[config.mk]
export PLATFORM = sky130hd
export DESIGN_NAME = csd_command_decoder
export DESIGN_NICKNAME = d
export VERILOG_FILES = /design/src/hw/csd_pkg.sv /design/src/hw/csd_command_decoder.sv /design/src/hw/csd_sync_strobe.sv
export SDC_FILE = /design/constraint.sdc
export NUM_CORES = 1
export LEC_CHECK = 0
export BUFFER_PORTS_ARGS = -buffer_cell sky130_fd_sc_hd__buf_2
export CAP_MARGIN = 30
export CORE_AREA = 10 10 102 104
export DETAILED_ROUTE_END_ITERATION = 8
export DIE_AREA = 0 0 112 114
export GPL_TIMING_DRIVEN = 0
export HOLD_SLACK_MARGIN = 0.03
export PLACE_DENSITY_LB_ADDON = 0.3
export SKIP_CTS_REPAIR_TIMING = 1
export SYNTH_ARGS = -nofsm -noshare
export SYNTH_HDL_FRONTEND = slang
export SYNTH_SLANG_ARGS = --single-unit
[constraint.sdc]
create_clock -name clk -period 2.8 [get_ports clk]
set_input_delay 0.28 -clock clk [delete_from_list [all_inputs] [get_ports clk]]
set_output_delay 0.28 -clock clk [all_outputs]
set_load 0.03 [all_outputs]
[src/hw/csd_pkg.sv]
// constants and carrier types for the command strobe decoder
package csd_pkg;

  ////////////////////////////////////////////////////////////////////////////////
  // register word indices; byte address is four times the index
  localparam logic [5:0] CSD_IDX_CONFIG0       = 6'h00;
  localparam logic [5:0] CSD_IDX_FIFO_PTR_RST  = 6'h16;
  localparam logic [5:0] CSD_IDX_FIFO_ADVANCE  = 6'h17;
  localparam logic [5:0] CSD_IDX_SYNC_PULSE    = 6'h18;
  localparam logic [5:0] CSD_IDX_TEST_RESET    = 6'h19;
  localparam logic [5:0] CSD_IDX_PHASE_OFFSET  = 6'h1C;
  localparam logic [5:0] CSD_IDX_STATUS        = 6'h1F;

  ////////////////////////////////////////////////////////////////////////////////
  // field positions and widths
  localparam int         CSD_CFG0_SYNC_SEL_BIT = 3;
  localparam int         CSD_PHASE_W           = 10;
  localparam int         CSD_PTR_W             = 3;
  localparam int         CSD_DEPTH_W           = 4;

  ////////////////////////////////////////////////////////////////////////////////
  // reset and command values
  localparam logic [31:0] CSD_CONFIG0_RST      = 32'h0000_0000;
  localparam logic [9:0]  CSD_PHASE_RST        = 10'h000;
  localparam logic [2:0]  CSD_RD_PTR_INIT      = 3'h7;
  localparam logic [2:0]  CSD_WR_PTR_INIT      = 3'h0;
  localparam logic [3:0]  CSD_FIFO_SLOTS       = 4'h8;
  localparam logic [3:0]  CSD_THRESH_RST       = 4'h4;

  ////////////////////////////////////////////////////////////////////////////////
  // register port carrier
  typedef struct packed {
    logic [7:0]  addr;
    logic [31:0] wdata;
    logic        wr;
    logic        rd;
  } csd_bus_req_type;

  // output fifo control state shown to the datapath
  typedef struct packed {
    logic [2:0] readPtr;
    logic [2:0] writePtr;
    logic [3:0] depth;
    logic       empty;
    logic       full;
    logic       ready;
    logic       interrupt;
  } csd_fifo_type;

  // test reset strobes towards the processing stages
  typedef struct packed {
    logic       ncoPhaseLoad;
    logic [9:0] ncoPhaseValue;
    logic       ncoFeedbackEnable;
    logic       cicClear;
    logic       halfbandClear;
  } csd_stage_type;

endpackage : csd_pkg

[src/hw/csd_command_decoder.sv]
// command strobe decoder: fifo commands, sync strobe and test reset
`timescale 1ns/1ps
`default_nettype none

module csd_command_decoder
  import csd_pkg::*;
#(
  parameter int ADDR_W = 8
)
(
  input  wire logic              clk,
  input  wire logic              rst,
  input  wire logic [ADDR_W-1:0] addr,
  input  wire logic [31:0]       wdata,
  input  wire logic              wr,
  input  wire logic              rd,
  output var  logic [31:0]       rdata,
  input  wire logic              input_sample_clock,
  input  wire logic              sampleStored,
  input  wire logic [2:0]        fifoThreshold,
  output var  logic              sync_strobe_out,
  output var  csd_fifo_type      fifo,
  output var  logic              fifo_interrupt,
  output var  csd_stage_type     stage
);

  typedef struct packed {
    logic [31:0]   rdata;
    logic [31:0]   config0;
    logic [9:0]    phaseOffset;
    csd_fifo_type  fifo;
    csd_stage_type stage;
    logic          feedbackPending;
  } csd_state_type;

  csd_state_type st;
  csd_state_type next_st;

  logic [5:0]    index;
  logic          aligned;
  logic          hitPtrReset;
  logic          hitAdvance;
  logic          hitSync;
  logic          hitTest;
  logic          doAdvance;
  logic          doStore;
  logic [3:0]    newDepth;
  logic          syncPulse;

  ////////////////////////////////////////////////////////////////////////////////
  // address decode; command writes look at the address only
  assign index       = addr[7:2];
  assign aligned     = (addr[1:0] == 2'h0);
  assign hitPtrReset = wr && aligned && (index == CSD_IDX_FIFO_PTR_RST);
  assign hitAdvance  = wr && aligned && (index == CSD_IDX_FIFO_ADVANCE);
  assign hitSync     = wr && aligned && (index == CSD_IDX_SYNC_PULSE);
  assign hitTest     = wr && aligned && (index == CSD_IDX_TEST_RESET);

  ////////////////////////////////////////////////////////////////////////////////
  // next state
  always_comb
  begin
    next_st   = st;
    doAdvance = 1'b0;
    doStore   = 1'b0;
    newDepth  = st.fifo.depth;

    // stage strobes last one cycle
    next_st.stage.ncoPhaseLoad  = 1'b0;
    next_st.stage.cicClear      = 1'b0;
    next_st.stage.halfbandClear = 1'b0;
    next_st.feedbackPending     = 1'b0;

    // read data stands only in the cycle after the strobe
    next_st.rdata = 32'h0000_0000;
    if (rd && aligned)
    begin
      unique case (index)
        CSD_IDX_CONFIG0:
        begin
          next_st.rdata = st.config0;
        end
        CSD_IDX_PHASE_OFFSET:
        begin
          next_st.rdata = {22'h00_0000, st.phaseOffset};
        end
        CSD_IDX_STATUS:
        begin
          next_st.rdata = {17'h0, st.stage.ncoFeedbackEnable, st.fifo.interrupt,
                           st.fifo.ready, st.fifo.full, st.fifo.empty, st.fifo.depth,
                           st.fifo.writePtr, st.fifo.readPtr};
        end
        default:
        begin
          next_st.rdata = 32'h0000_0000;        // unmapped and write-only words
        end
      endcase
    end

    // plain configuration registers
    if (wr && aligned && index == CSD_IDX_CONFIG0)
    begin
      next_st.config0 = wdata;
    end
    if (wr && aligned && index == CSD_IDX_PHASE_OFFSET)
    begin
      next_st.phaseOffset = wdata[CSD_PHASE_W-1:0];
    end

    // fifo bookkeeping on the processing clock
    doAdvance = hitAdvance && !st.fifo.empty;
    doStore   = sampleStored && !st.fifo.full;
    if (doAdvance)
    begin
      next_st.fifo.readPtr = st.fifo.readPtr + 3'h1;
    end
    if (doStore)
    begin
      next_st.fifo.writePtr = st.fifo.writePtr + 3'h1;
    end
    if (doStore && !doAdvance)
    begin
      newDepth = st.fifo.depth + 4'h1;
    end
    else if (doAdvance && !doStore)
    begin
      newDepth = st.fifo.depth - 4'h1;
    end
    next_st.fifo.depth = newDepth;
    next_st.fifo.empty = (newDepth == 4'h0);
    next_st.fifo.full  = (newDepth == CSD_FIFO_SLOTS);
    next_st.fifo.ready = (newDepth >= {1'b0, fifoThreshold});
    // interrupt set when filling reaches the threshold, held until a read advance, pointer reset or test reset
    if (doStore && !doAdvance && newDepth == {1'b0, fifoThreshold})
    begin
      next_st.fifo.interrupt = 1'b1;
    end
    else if (doAdvance)
    begin
      next_st.fifo.interrupt = 1'b0;
    end

    // pointer reset command
    if (hitPtrReset)
    begin
      next_st.fifo.readPtr  = CSD_RD_PTR_INIT;
      next_st.fifo.writePtr = CSD_WR_PTR_INIT;
      next_st.fifo.depth    = 4'h0;
      next_st.fifo.empty    = 1'b1;
      next_st.fifo.full     = 1'b0;
      next_st.fifo.ready    = 1'b0;
      next_st.fifo.interrupt = 1'b0;
    end

    // test reset of counters and accumulators
    if (hitTest)
    begin
      next_st.stage.ncoPhaseLoad      = 1'b1;
      next_st.stage.ncoPhaseValue     = st.phaseOffset;
      next_st.stage.ncoFeedbackEnable = 1'b0;
      next_st.feedbackPending         = 1'b1;
      next_st.stage.cicClear          = 1'b1;
      next_st.stage.halfbandClear     = 1'b1;
      next_st.fifo.readPtr            = CSD_RD_PTR_INIT;
      next_st.fifo.writePtr           = CSD_WR_PTR_INIT;
      next_st.fifo.depth              = 4'h0;
      next_st.fifo.full               = 1'b0;
      next_st.fifo.empty              = 1'b1;
      next_st.fifo.ready              = 1'b0;
      next_st.fifo.interrupt          = 1'b0;
    end
    else if (st.feedbackPending)
    begin
      next_st.stage.ncoFeedbackEnable = 1'b1;
    end
  end

  ////////////////////////////////////////////////////////////////////////////////
  // state register
  always_ff @(posedge clk)
  begin
    if (rst)
    begin
      st                        <= '0;
      st.config0                <= CSD_CONFIG0_RST;
      st.phaseOffset            <= CSD_PHASE_RST;
      st.fifo.readPtr           <= CSD_RD_PTR_INIT;
      st.fifo.writePtr          <= CSD_WR_PTR_INIT;
      st.fifo.empty             <= 1'b1;
      st.stage.ncoFeedbackEnable <= 1'b1;
    end
    else
    begin
      st <= next_st;
    end
  end

  ////////////////////////////////////////////////////////////////////////////////
  // sync strobe pin
  csd_sync_strobe u_sync (
    .clk              (clk),
    .rst              (rst),
    .fire             (hitSync),
    .useSampleClock   (st.config0[CSD_CFG0_SYNC_SEL_BIT]),
    .inputSampleClock (input_sample_clock),
    .strobe           (syncPulse)
  );

  // outputs straight from flip-flops
  assign rdata           = st.rdata;
  assign fifo            = st.fifo;
  assign fifo_interrupt  = st.fifo.interrupt;
  assign stage           = st.stage;
  assign sync_strobe_out = syncPulse;

endmodule : csd_command_decoder

`default_nettype wire

[src/hw/csd_sync_strobe.sv]
// sync strobe generator timed by processing clock or input sample clock
`timescale 1ns/1ps
`default_nettype none

module csd_sync_strobe
  import csd_pkg::*;
(
  input  wire logic clk,
  input  wire logic rst,
  input  wire logic fire,
  input  wire logic useSampleClock,
  input  wire logic inputSampleClock,
  output var  logic strobe
);

  typedef struct packed {
    logic armed;
    logic lastSample;
    logic useSample;
    logic strobe;
  } csd_sync_state_type;

  csd_sync_state_type st;
  csd_sync_state_type next_st;
  logic               sampleRise;

  ////////////////////////////////////////////////////////////////////////////////
  // next state: one clk wide pulse, or one input sample period wide pulse
  always_comb
  begin
    next_st            = st;
    sampleRise         = inputSampleClock & ~st.lastSample;
    next_st.lastSample = inputSampleClock;
    if (fire && !st.strobe && !st.armed)
    begin
      if (useSampleClock)
      begin
        next_st.armed     = 1'b1;                // wait for next sample clock edge
        next_st.useSample = 1'b1;
      end
      else
      begin
        next_st.strobe    = 1'b1;
        next_st.useSample = 1'b0;
      end
    end
    else if (st.strobe && !st.useSample)
    begin
      next_st.strobe = 1'b0;
    end
    else if (st.useSample && sampleRise)
    begin
      if (st.armed)
      begin
        next_st.armed  = 1'b0;
        next_st.strobe = 1'b1;
      end
      else if (st.strobe)
      begin
        next_st.strobe    = 1'b0;
        next_st.useSample = 1'b0;
      end
    end
  end

  // state register
  always_ff @(posedge clk)
  begin
    if (rst)
    begin
      st <= '0;
    end
    else
    begin
      st <= next_st;
    end
  end

  assign strobe = st.strobe;

endmodule : csd_sync_strobe

`default_nettype wire

* After elaboration in Yosys (flattened, before gate mapping)
Index checks and enable logic that the tools add are counted.
Operators by class: $add $sub $neg 4, order comparisons 1, eq/ne operators 12, mux-type cells 22, bitwise logic cells 3, reductions and logical operators 37
Operator list (count):
- 32-bit case mux with 3 select lines | 1
- 6-bit by 5-bit equality test with 1-bit output (second input constant) | 6
- 1-bit logical AND | 17
- 1-bit 2-to-1 mux | 14
- 11-bit 2-to-1 mux | 1
- 4-bit 2-to-1 mux | 2
- 2-bit nonzero test | 4
- 1-bit zero test | 7
- 3-bit by 1-bit adder with 3-bit output (second input constant) | 2
- 6-bit zero test | 1
- 2-bit 2-to-1 mux | 3
- 2-bit inequality test (second input constant) | 3
- 4-bit by 1-bit adder with 4-bit output (second input constant) | 1
- 4-bit by 3-bit equality test with 1-bit output | 1
- 4-bit equality test (second input constant) | 1
- 4-bit by 3-bit greater-or-equal comparator with 1-bit output | 1
- 4-bit zero test | 1
- 4-bit AND reduction | 1
- 4-bit by 1-bit subtractor with 4-bit output (second input constant) | 1
- 3-bit 2-to-1 mux | 1
- 3-bit AND reduction | 1
- 3-bit nonzero test | 1
- 3-bit OR reduction | 1
- 2-bit zero test | 1
- 5 further kinds | 6
Storage, ports and cells: flip-flop bits (word level) 107, bits of input ports 49, logic and storage cells 99

* Logic depth before layout (Yosys ltp)
Gate-level depths: netlist (run 1).
depth after elaboration 10, mapped depth 10

* Hierarchy
A second synthesis (run 1) with hierarchy kept.
Second synthesis, totals: cells, all modules 483, area total of the unflattened synthesis 4351.7 µm²
By module, submodules not included:
- csd_command_decoder | times used 1, cells an instance 464, area each 4170.2 µm²
- csd_sync_strobe | times used 1, cells an instance 19, area each 181.4 µm²

* Worst setup path before layout (run 1)
Ideal clock, no wire load.
path type input port to flip-flop, start point input port addr[1], end point register fifo[1] (netlist name), arrival 1.992 ns, required time 2.680 ns, slack 0.688 ns, stages 10, buffers on the path 1, cell sequence nor3b_4 nand4_2 buf_2 o21ai_0 and3_1 nor2_1 ha_1 a21oi_1 nor2b_1 o31a_1
On the way: word-level cells in the longest chain between the ends 8, elaborated cells between the ends (all ways) 13, classes of those cells 1 x order compare; 2 x mux; 10 x reduce/logical
Ends and longest elaborated chain:
- start, declared | RTL line csd_command_decoder.sv:13 | input wire logic [ADDR_W-1:0] addr,
- 2-bit zero test * | RTL line csd_command_decoder.sv:53 | assign aligned = (addr[1:0] == 2'h0);
- 1-bit logical AND * (2 in series) | RTL line csd_command_decoder.sv:55 | assign hitAdvance = wr && aligned && (index == CSD_IDX_FIFO_ADVANCE);
- 1-bit logical AND * | RTL line csd_command_decoder.sv:111 | doAdvance = hitAdvance && !st.fifo.empty;
- 1-bit logical AND / 1-bit zero test (equally long branches) | RTL line csd_command_decoder.sv:125, csd_command_decoder.sv:121
- 4-bit 2-to-1 mux / 1-bit logical AND (equally long branches) | RTL line csd_command_decoder.sv:125, csd_command_decoder.sv:121
- 4-bit 2-to-1 mux * | RTL line csd_command_decoder.sv:121 | if (doStore && !doAdvance)
- via newDepth[1] | RTL line csd_command_decoder.sv:47 | logic [3:0] newDepth;
- 4-bit by 3-bit greater-or-equal comparator with 1-bit output * | RTL line csd_command_decoder.sv:132 | next_st.fifo.ready = (newDepth >= {1'b0, fifoThreshold});
The timed path passes the listed nets; every way through them passes the cells marked *. A chain may end at the register's enable or synchronous reset.

* Worst setup path after layout (run 1)
start point register fifo[4] (netlist name), end point register fifo[1] (netlist name)
On the way: word-level cells in the longest chain between the ends 4, elaborated cells between the ends (all ways) 5, classes of those cells 2 x add/sub; 1 x order compare; 2 x mux
Ends and longest elaborated chain:
- 4-bit by 1-bit subtractor with 4-bit output | RTL line csd_command_decoder.sv:127 | newDepth = st.fifo.depth - 4'h1;
- 4-bit 2-to-1 mux | RTL line csd_command_decoder.sv:125 | else if (doAdvance && !doStore)
- 4-bit 2-to-1 mux * | RTL line csd_command_decoder.sv:121
- via newDepth[1] | RTL line csd_command_decoder.sv:47
- 4-bit by 3-bit greater-or-equal comparator with 1-bit output * | RTL line csd_command_decoder.sv:132
Marks and branches as above.

==> results of run 1 <==
[worst reg2reg max path: cells and delay by family (launching register included)]
family	cells	cell delay, ps
adder cells (fa/ha/maj)	2	620
flip-flops	1	380
AND/OR/NAND/NOR	3	370
buffers and inverters	2	430
AO/OA/AOI/OAI	2	370
[power by group through the flow]
| stage | clock [mW] | sequential [mW] | combinational [mW] |
|---|---|---|---|
| after floorplan | 0 | 1.54 | 0.168 |
| after CTS | 1.01 | 1.51 | 0.260 |
| after global routing | 1.08 | 1.52 | 0.287 |
| after global placement | 0 | 1.55 | 0.252 |
| final | 0.990 | 1.51 | 0.258 |
| after detailed placement | 0 | 1.55 | 0.259 |
[metrics by stage]
stage / power, mW / setup slack [ps] / hold slack [ps] / instances / cell area [um2]
after floorplan: 1.71 / 688 / 408 / 489 / 4340
after global placement: 1.80 / 286 / 438 / 706 / 5020
after detailed placement: 1.81 / 231 / 442 / 706 / 5020
after CTS: 2.78 / 508 / 138 / 720 / 5230
after global routing: 2.88 / 349 / 138 / 721 / 5230
final: 2.76 / 531 / 150 / 721 / 5230
[per-layer routing]
metal | track usage [%] | up-vias | wire (um)
met5 | 0 | - | 0
met3 | 4.72 | 19 | 760
met2 | 27.9 | 113 | 5250
met4 | 6.51 | 0 | 216
li1 | - | 1849 | -
met1 | 19.0 | 1667 | 4450
[how the worst max path moves through the flow]
stage / from / endpoint / depth (start not counted)
4_1_cts: fifo[2]$_SDFF_PP0_ / fifo[1]$_SDFF_PP0_ / 9
5_1_grt: fifo[2]$_SDFF_PP0_ / fifo[1]$_SDFF_PP0_ / 9
3_3_place_gp: addr[1] / fifo[1]$_SDFF_PP0_ / 11
6_report: fifo[4]$_SDFF_PP0_ / fifo[1]$_SDFF_PP0_ / 9
3_5_place_dp: addr[1] / fifo[1]$_SDFF_PP0_ / 11
2_1_floorplan: addr[1] / fifo[1]$_SDFF_PP0_ / 10
[registers in the layout, indices dropped and copies added (netlist names)]
| name | cells |
|---|---|
| fifo | 13 |
| stage | 12 |
| u_sync.strobe | 1 |
| fifo_interrupt | 1 |
| u_sync.st | 3 |
| st | 42 |
| rdata | 32 |
[cell usage after synthesis (3+ instances only)]
cell / n / area, um2
a21oi_1: 48 / 240
a222oi_1: 10 / 100
a22o_1: 10 / 87.6
a22oi_1: 5 / 37.5
a31oi_1: 4 / 25.0
and2_1: 3 / 18.8
and3_1: 21 / 131
buf_2: 6 / 30.0
buf_4: 63 / 473
clkbuf_1: 20 / 75.1
dfxtp_1: 104 / 2080
ha_1: 7 / 87.6
inv_1: 6 / 22.5
mux2i_1: 3 / 30.0
nand2_1: 91 / 342
nand3_1: 12 / 60.1
nor2_1: 27 / 101
nor2b_1: 4 / 25.0
nor3_1: 5 / 25.0
nor3b_1: 3 / 22.5
o21ai_0: 3 / 15.0
xnor2_1: 6 / 52.6
xor2_1: 5 / 43.8
[cells by family after synthesis]
group / after synthesis / synth area share [%]
AND/OR/NAND/NOR: 181 / 20.0
AO/OA/AOI/OAI: 86 / 12.9
XOR/XNOR: 11 / 2.22
buffers and inverters: 96 / 13.9
adder cells (fa/ha/maj): 7 / 2.02
flip-flops: 104 / 48.0
multiplexers: 4 / 0.952
[cell type report]
cell class	instances	area, um2	area share (%)
multi-input cells	289	1650	31.6
clock buffers	11	141	2.70
flip-flops and latches	104	2080	39.8
plain buffers	89	578	11.0
clock inverters	3	67.6	1.29
inverters	7	26.3	0.502
repair buffers	109	546	10.4
well taps	108	135	2.58
diodes	1	2.50	0.0478
==> results_dict.tcl, run 1 <==
set metrics [dict create \
    outcome "finished clean" \
    area_delta_synth_final_pct 20.6 \
    yosysSeqAreaShare_pct 48.0 \
    grt_max_degree 16 \
    die-area_um2 12800 \
    drive_gt1_share_pct 32.7 \
    path_buf_inv 2 \
    maxSlewHeadroom_pct 43.5 \
    fillers 771 \
    ir_drop_mv 0.266 \
    syn_nets 545 \
    final_core_util_pct 61.8 \
    synth_area_um2 4340 \
    antenna_found_initial 1 \
    worstPathRequired_ps 3050 \
    drt-total-wl_mm 10.7 \
    root_buffer "clkbuf_8" \
    maxSlewViolCount 0 \
    cts_made_buffers 9 \
    min_from "wdata[19]" \
    drv_cap 0 \
    clk_path_buf_depth 2 \
    drcViolationCount 0 \
    clock_sinks 104 \
    rsz0062_at_grt "false" \
    grt_usage_pct 16.4 \
    skew_ps 4.86 \
    p_per_area_nw_per_um2 528 \
    power_frac_seq_pct 54.8 \
    crit_chain "clkbuf_1 > inv_1 > ha_1 > and3_1 > nor2_1 > ha_1 > a21oi_1 > nor2b_1 > o31a_1" \
    synthCells 489 \
    die_w_um 112 \
    placementRows 34 \
    layout_common_cells "115 x buf_2, 104 x dfxtp_1, 91 x nand2_1, 63 x buf_4, 48 x a21oi_1" \
    nets 665 \
    power.share.clock_pct 35.8 \
    cp_max_fo 7 \
    ff2ff_setup_slack_ps 530 \
    worstHoldPathCells 3 \
    cts_tree "yes" \
    synth-seq-cells 104 \
    place_hpwl_mm 8.34 \
    yosys_warnings 0 \
    grt_pass1_wl_mm 17.3 \
    first_pass_iters 6 \
    min_period_ps 2270 \
    ant_nets 0 \
    timing.final.crit_share_pct 81.0 \
    arrival_ps 2520 \
    p_sw_uw 640 \
    cp_top_family "adder cells" \
    portBuffers 109 \
    critPathLaunchType "flip-flop" \
    ios 111 \
    hold_path_class "primary input to flip-flop" \
    coreArea_um2 8470 \
    clk-insertion-delay-late_ps 360 \
    r2r_cells 9 \
    setup_viol 0 \
    worst_pin_slew_ps 844 \
    setup_tns_ps 0 \
    r2r-start "fifo[4]$_SDFF_PP0_" \
    hold_violations 0 \
    r2r_end "fifo[1]$_SDFF_PP0_" \
    synth_async_sr_flop_share_pct 0 \
    wl_per_cell_um 14.8 \
    vias 3648 \
    syn_avg_cell_area_um2 8.87 \
    fmaxAchievable_mhz 441 \
    cts.htree.levels 3 \
    grt_pass1_vias 3599 \
    layout_commonest_cell "buf_2" \
    p_comb_share_pct 9.4 \
    clk_pin_slew_worst_paths_ps 90 \
    die_h_um 114 \
    worst_setup_path_end_kind "flip-flop" \
    gp_congestion 0.879 \
    drt_iter0_drc 211 \
    p_sw_share_pct 23.2 \
    crit_slowest_cell "dfxtp_1" \
    p_leak_nw 2.41 \
    start_util_pct 51.3 \
    holdPathEnd "st[58]$_SDFFE_PP0P_" \
    synth-edff-count 0 \
    internal_power_mw 2.12 \
    path_class "flip-flop to flip-flop" \
    cpPeakStageDelay_ps 380 \
    ys_types 43 \
    crit_path_frequent_cell "ha_1" \
    grt_overflow_total 0 \
    synth_flop_cell "dfxtp_1" \
    viasPerCell 5.06 \
]
(Power assumes the default switching activity.)
==> run 2, diff against run 1 <==
clock period = 2.2 ns   (was 2.8 ns; I/O delays follow)
==> results_dict.tcl, run 2 (synthesis gave the netlist of run 1 again) <==
set metrics [dict create \
    setup_tns_ps 0 \
    layout.cells.non_filler 725 \
    nets 669 \
    final_area_um2 5280 \
    root_buffer "clkbuf_8" \
    cts_tree "yes" \
    vias 3668 \
    worst_pin_slew_ps 831 \
    hold_path_class "primary input to flip-flop" \
    skew_ps 5.07 \
    grt_pass1_wl_mm 17.3 \
    timing.final.crit_share_pct 92.9 \
    fin_total_pwr_mw 3.52 \
    min_period_ps 2040 \
    layout_common_cells "114 x buf_2, 103 x dfxtp_1, 91 x nand2_1, 67 x buf_4, 48 x a21oi_1" \
    worst_setup_path_end_kind "flip-flop" \
    worstHoldPathCells 3 \
    cpPeakStageDelay_ps 350 \
    clock_sinks 104 \
    grt_pass1_vias 3599 \
    start_util_pct 51.3 \
    r2r-start "fifo[2]$_SDFF_PP0_" \
    clk-insertion-delay-late_ps 360 \
    area_delta_synth_final_pct 21.7 \
    hold_violations 0 \
    clk_path_buf_depth 2 \
    finalWorstSetupSlack_ps 157 \
    critPathLaunchType "flip-flop" \
    drcViolationCount 0 \
    ant_nets 0 \
    cp-startpoint "fifo[2]$_SDFF_PP0_" \
    dpl_cell_area_um2 5020 \
    final_core_util_pct 62.4 \
    die_w_um 112 \
    coreArea_um2 8470 \
    setup_viol 0 \
    die_h_um 114 \
    viasPerCell 5.06 \
    drt-total-wl_mm 10.7 \
    crit_slowest_cell "dfxtp_1" \
    placementRows 34 \
    grt_overflow_total 0 \
    largest_reg_flops 42 \
    drive_gt1_share_pct 33.8 \
    min_from "wdata[26]" \
    p_per_area_nw_per_um2 668 \
    layout_commonest_cell "buf_2" \
    dp.cells 706 \
    hold_slack_ps 86.4 \
    cp_max_fo 10 \
    antenna_found_initial 1 \
    post-place-ws_ps -309 \
    arrival_ps 2300 \
    p_leak_nw 2.44 \
    cts.htree.levels 3 \
    outcome "finished clean" \
    r2r_end "fifo[1]$_SDFF_PP0_" \
    maxSlewHeadroom_pct 44.4 \
    first_pass_iters 6 \
    r2r_cells 9 \
    crit_path_frequent_cell "xnor2_1" \
    path_class "flip-flop to flip-flop" \
    ff2ff_setup_slack_ps 160 \
    crit_chain "nor2b_2 > clkbuf_4 > xnor2_1 > xnor2_1 > ha_1 > nand2b_1 > a21oi_1 > nor2b_1 > o31a_1" \
    cts_made_buffers 9 \
    worstPathRequired_ps 2450 \
    wl_per_cell_um 14.7 \
    ir_drop_mv 0.339 \
    maxSlewViolCount 0 \
    gp_congestion 0.879 \
    die-area_um2 12800 \
    ios 111 \
    regMostFlops "st" \
    drt_iter0_drc 259 \
    fmaxAchievable_mhz 489 \
    clk_pin_slew_worst_paths_ps 90 \
    portBuffers 109 \
    grt_max_degree 16 \
    grt_usage_pct 16.4 \
    place_hpwl_mm 8.34 \
    rsz0062_at_grt "false" \
    holdPathEnd "st[65]$_SDFFE_PP0P_" \
    drv_cap 0 \
]
## run 2: cell count changes in the layout (fill, tap and decap cells not counted), sizes merged
cell	change
buf	+4
## run 2: worst max-delay path: cells and delay by family (launching register included)
kind / cells / cell delay, ps
adder cells (fa/ha/maj): 1 / 280
buffers and inverters: 1 / 230
AND/OR/NAND/NOR: 3 / 380
flip-flops: 1 / 350
AO/OA/AOI/OAI: 2 / 380
XOR/XNOR: 2 / 320
## run 2: how the worst max path moves through the flow
| stage | endpoint | slack (ps) | cells after the start |
|---|---|---|---|
| floorplan | fifo[1]$_SDFF_PP0_ | 150 | 10 |
| global placement | fifo[1]$_SDFF_PP0_ | -250 | 11 |
| detailed placement | fifo[1]$_SDFF_PP0_ | -310 | 11 |
| CTS | fifo[1]$_SDFF_PP0_ | -90 | 9 |
| global route | fifo[1]$_SDFF_PP0_ | 10 | 10 |
| finish | fifo[1]$_SDFF_PP0_ | 160 | 9 |
## run 2: where the power goes
group          switching (mW)  internal, mW  total, mW
Clock                   0.602         0.660       1.26
Sequential             0.0245          1.90       1.93
Combinational           0.191         0.143      0.335
Total                   0.818          2.71       3.52
## run 2: cell type report
cell class | instances | area [um2]
Fill cell | 768 | 3190
Sequential cell | 104 | 2080
Multi-Input combinational cell | 289 | 1660
Buffer | 89 | 592
Timing Repair Buffer | 113 | 576
Clock buffer | 11 | 141
Tap cell | 108 | 135
Clock inverter | 3 | 67.6
Inverter | 7 | 26.3
Antenna cell | 1 | 2.50
## run 2: per-layer routing
layer | global-route usage (%) | wire length (um) | up-vias
met4 | 6.51 | 201 | 0
met2 | 27.9 | 5310 | 112
met5 | 0 | 0 | -
met3 | 4.72 | 816 | 19
li1 | - | - | 1854
met1 | 19.0 | 4370 | 1683
==> run 3, diff against run 2 <==
SYNTH_HIERARCHICAL = 1   (was not set)
==> results_dict.tcl, run 3 <==
set metrics [dict create \
    power.share.clock_pct 33.7 \
    p_sw_share_pct 26.8 \
    ir_drop_mv 0.410 \
    dpl_cell_area_um2 5030 \
    cp.depth 9 \
    min_period_ps 2110 \
    nets 665 \
    syn_avg_cell_area_um2 9.01 \
    cp_top_family "simple AND/OR/NAND/NOR gates" \
    crit_chain "buf_2 > or3b_4 > nor4_4 > mux2i_2 > xor2_2 > ha_1 > and3_1 > a31oi_1 > nor3_1" \
    critPathLaunchType "primary input" \
    r2r_end "fifo_interrupt$_SDFFE_PP0P_" \
    place_hpwl_mm 8.21 \
    drv_cap 0 \
    skew_ps 8.86 \
    drcViolationCount 0 \
    final_area_um2 5290 \
    largest_reg_flops 42 \
    cts.htree.levels 3 \
    root_buffer "clkbuf_8" \
    vias 3659 \
    power_frac_seq_pct 56.6 \
    grt_pass1_vias 3649 \
    timing.final.crit_share_pct 95.8 \
    portBuffers 108 \
    wl_met3_um 961 \
    synth_top_area_share_pct 47.8 \
    wl_per_cell_um 15.3 \
    p_per_area_nw_per_um2 646 \
    r2r_cells 8 \
    ff2ff_setup_slack_ps 140 \
    r2r-start "fifo[5]$_SDFF_PP0_" \
    gp_congestion 0.824 \
    grt_max_degree 19 \
    cts_tree "yes" \
    p_sw_uw 917 \
    ios 111 \
    hold_slack_ps 73.4 \
    drt_iter0_drc 266 \
    path_class "primary input to flip-flop" \
    worst_pin_slew_ps 588 \
    yosysTopAreaCell "dfxtp_1" \
    viasPerCell 5.06 \
    p_leak_nw 2.29 \
    clk_pin_slew_worst_paths_ps 100 \
    worstPathRequired_ps 2450 \
    final_core_util_pct 62.5 \
    crit_slowest_cell "or3b_4" \
    grt_usage_pct 16.8 \
    yosys_warnings 6 \
    wl_met1_mm 4.79 \
    arrival_ps 2350 \
    synth-seq-cells 104 \
    clk-insertion-delay-late_ps 380 \
    wl_met2_mm 5.08 \
    fillers 777 \
    hold_path_class "primary input to flip-flop" \
    grt_pass1_wl_mm 17.7 \
    maxSlewHeadroom_pct 60.8 \
    setup_viol 0 \
    first_pass_iters 6 \
    drive_gt1_share_pct 34.7 \
    cpPeakStageDelay_ps 430 \
    worst_setup_path_end_kind "flip-flop" \
    clk_path_buf_depth 2 \
    clock_sinks 104 \
    synth_top_cells_by_area "dfxtp_1 48%, buf_4 10%, nand2_1 8.5%, a21oi_1 5.4%, and2_1 2.4%" \
    yosysSeqAreaShare_pct 47.8 \
    internal_power_mw 2.50 \
    syn_nets 539 \
    ys_types 47 \
    fin_total_pwr_mw 3.42 \
    cts_made_buffers 9 \
    yosysMostFrequentCell "dfxtp_1" \
    cp-startpoint "addr[0]" \
    hold_violations 0 \
    p_comb_share_pct 9.7 \
    placementRows 34 \
    die-area_um2 12800 \
    dr.max_layer_used "met4" \
    outcome "finished clean" \
    fmaxAchievable_mhz 474 \
    synth_area_um2 4350 \
    drt-total-wl_mm 11.1 \
    path_buf_inv 1 \
    synthCells 483 \
    die_h_um 114 \
    layout_common_cells "109 x buf_2, 103 x dfxtp_1, 99 x nand2_1, 67 x buf_4, 45 x a21oi_1" \
    die_w_um 112 \
    area_delta_synth_final_pct 21.6 \
    ant_nets 0 \
    cp-endpoint "fifo_interrupt$_SDFFE_PP0P_" \
    rsz0062_at_grt "true" \
    maxSlewViolCount 0 \
    synth-edff-count 0 \
    cp_max_fo 4 \
    start_util_pct 51.4 \
    synth_async_sr_flop_share_pct 0 \
    synthTopCellsByCount "104 x dfxtp_1, 99 x nand2_1, 60 x buf_4" \
    antenna_found_initial 1 \
    grt_overflow_total 0 \
    regMostFlops "st" \
    coreArea_um2 8470 \
    synth_flop_cell "dfxtp_1" \
    layout_commonest_cell "buf_2" \
]
## run 3: cell types whose count changed after synthesis, moves of 3 or more
cell	previous run	this run
nand3_1	12	4
buf_4	63	60
and2_1	3	17
buf_2	6	1
and3_1	21	2
nand2_1	91	99
o21ai_0	3	0
## run 3: logic make-up after synthesis
logic type | count (synthesis) | share of synthesized area, %
buffers and inverters | 89 | 13.3
DFF | 104 | 47.8
AOI/OAI and AO/OA | 83 | 12.4
and+or+nand+nor | 184 | 21.1
adders and majority gates | 9 | 2.47
muxes | 4 | 0.920
xor gates and xnor gates | 10 | 2.01
## run 3: routing by layer
metal	up-vias	track usage, %
met3	25	5.25
met5	-	0
met1	1657	20.3
met2	164	27.6
li1	1813	-
met4	0	5.84
## run 3: power groups by stage
stage | Combinational [mW] | Clock, mW | Sequential, mW
floorplan | 0.207 | 0 | 1.97
global placement | 0.307 | 0 | 1.98
detailed placement | 0.314 | 0 | 1.98
CTS | 0.316 | 1.16 | 1.93
global route | 0.371 | 1.24 | 1.94
finish | 0.332 | 1.15 | 1.94
## run 3: cell type report
cell class / instances / area, um2 / share of cell area [%]
clock inverters: 6 / 51.3 / 0.969
diodes: 1 / 2.50 / 0.0473
flip-flops and latches: 104 / 2080 / 39.4
plain buffers: 84 / 558 / 10.5
inverters: 5 / 18.8 / 0.355
repair buffers: 115 / 593 / 11.2
clock buffers: 10 / 138 / 2.60
multi-input cells: 290 / 1710 / 32.3
well taps: 108 / 135 / 2.55
## run 3: how the worst min path moves through the flow
stage                                    from                   endpoint  slack [ps]  depth (start not counted)
after floorplan                           rst  u_sync/st[1]$_SDFFE_PP0P_         290                          1
after global routing                wdata[22]        st[61]$_SDFFE_PP0P_          70                          3
after global placement    st[64]$_SDFFE_PP0P_       rdata[25]$_SDFF_PP0_         440                          1
after detailed placement  st[66]$_SDFFE_PP0P_       rdata[27]$_SDFF_PP0_         440                          1
after CTS                           wdata[23]        st[62]$_SDFFE_PP0P_          70                          3
final                               wdata[19]        st[58]$_SDFFE_PP0P_          70                          3
## run 3: stage by stage
stage / setup slack (ps) / instances / setup TNS, ps
6_report: 92.2 / 723 / 0
3_3_place_gp: -199 / 699 / -382
2_1_floorplan: 69.7 / 483 / 0
4_1_cts: 43.8 / 716 / 0
3_5_place_dp: -247 / 700 / -434
5_1_grt: -40.6 / 722 / -73.8
## run 3: worst min-delay path, cell delays in order
cell and delay [ps]:
buf_2 100, nand2_1 40, a21oi_1 50
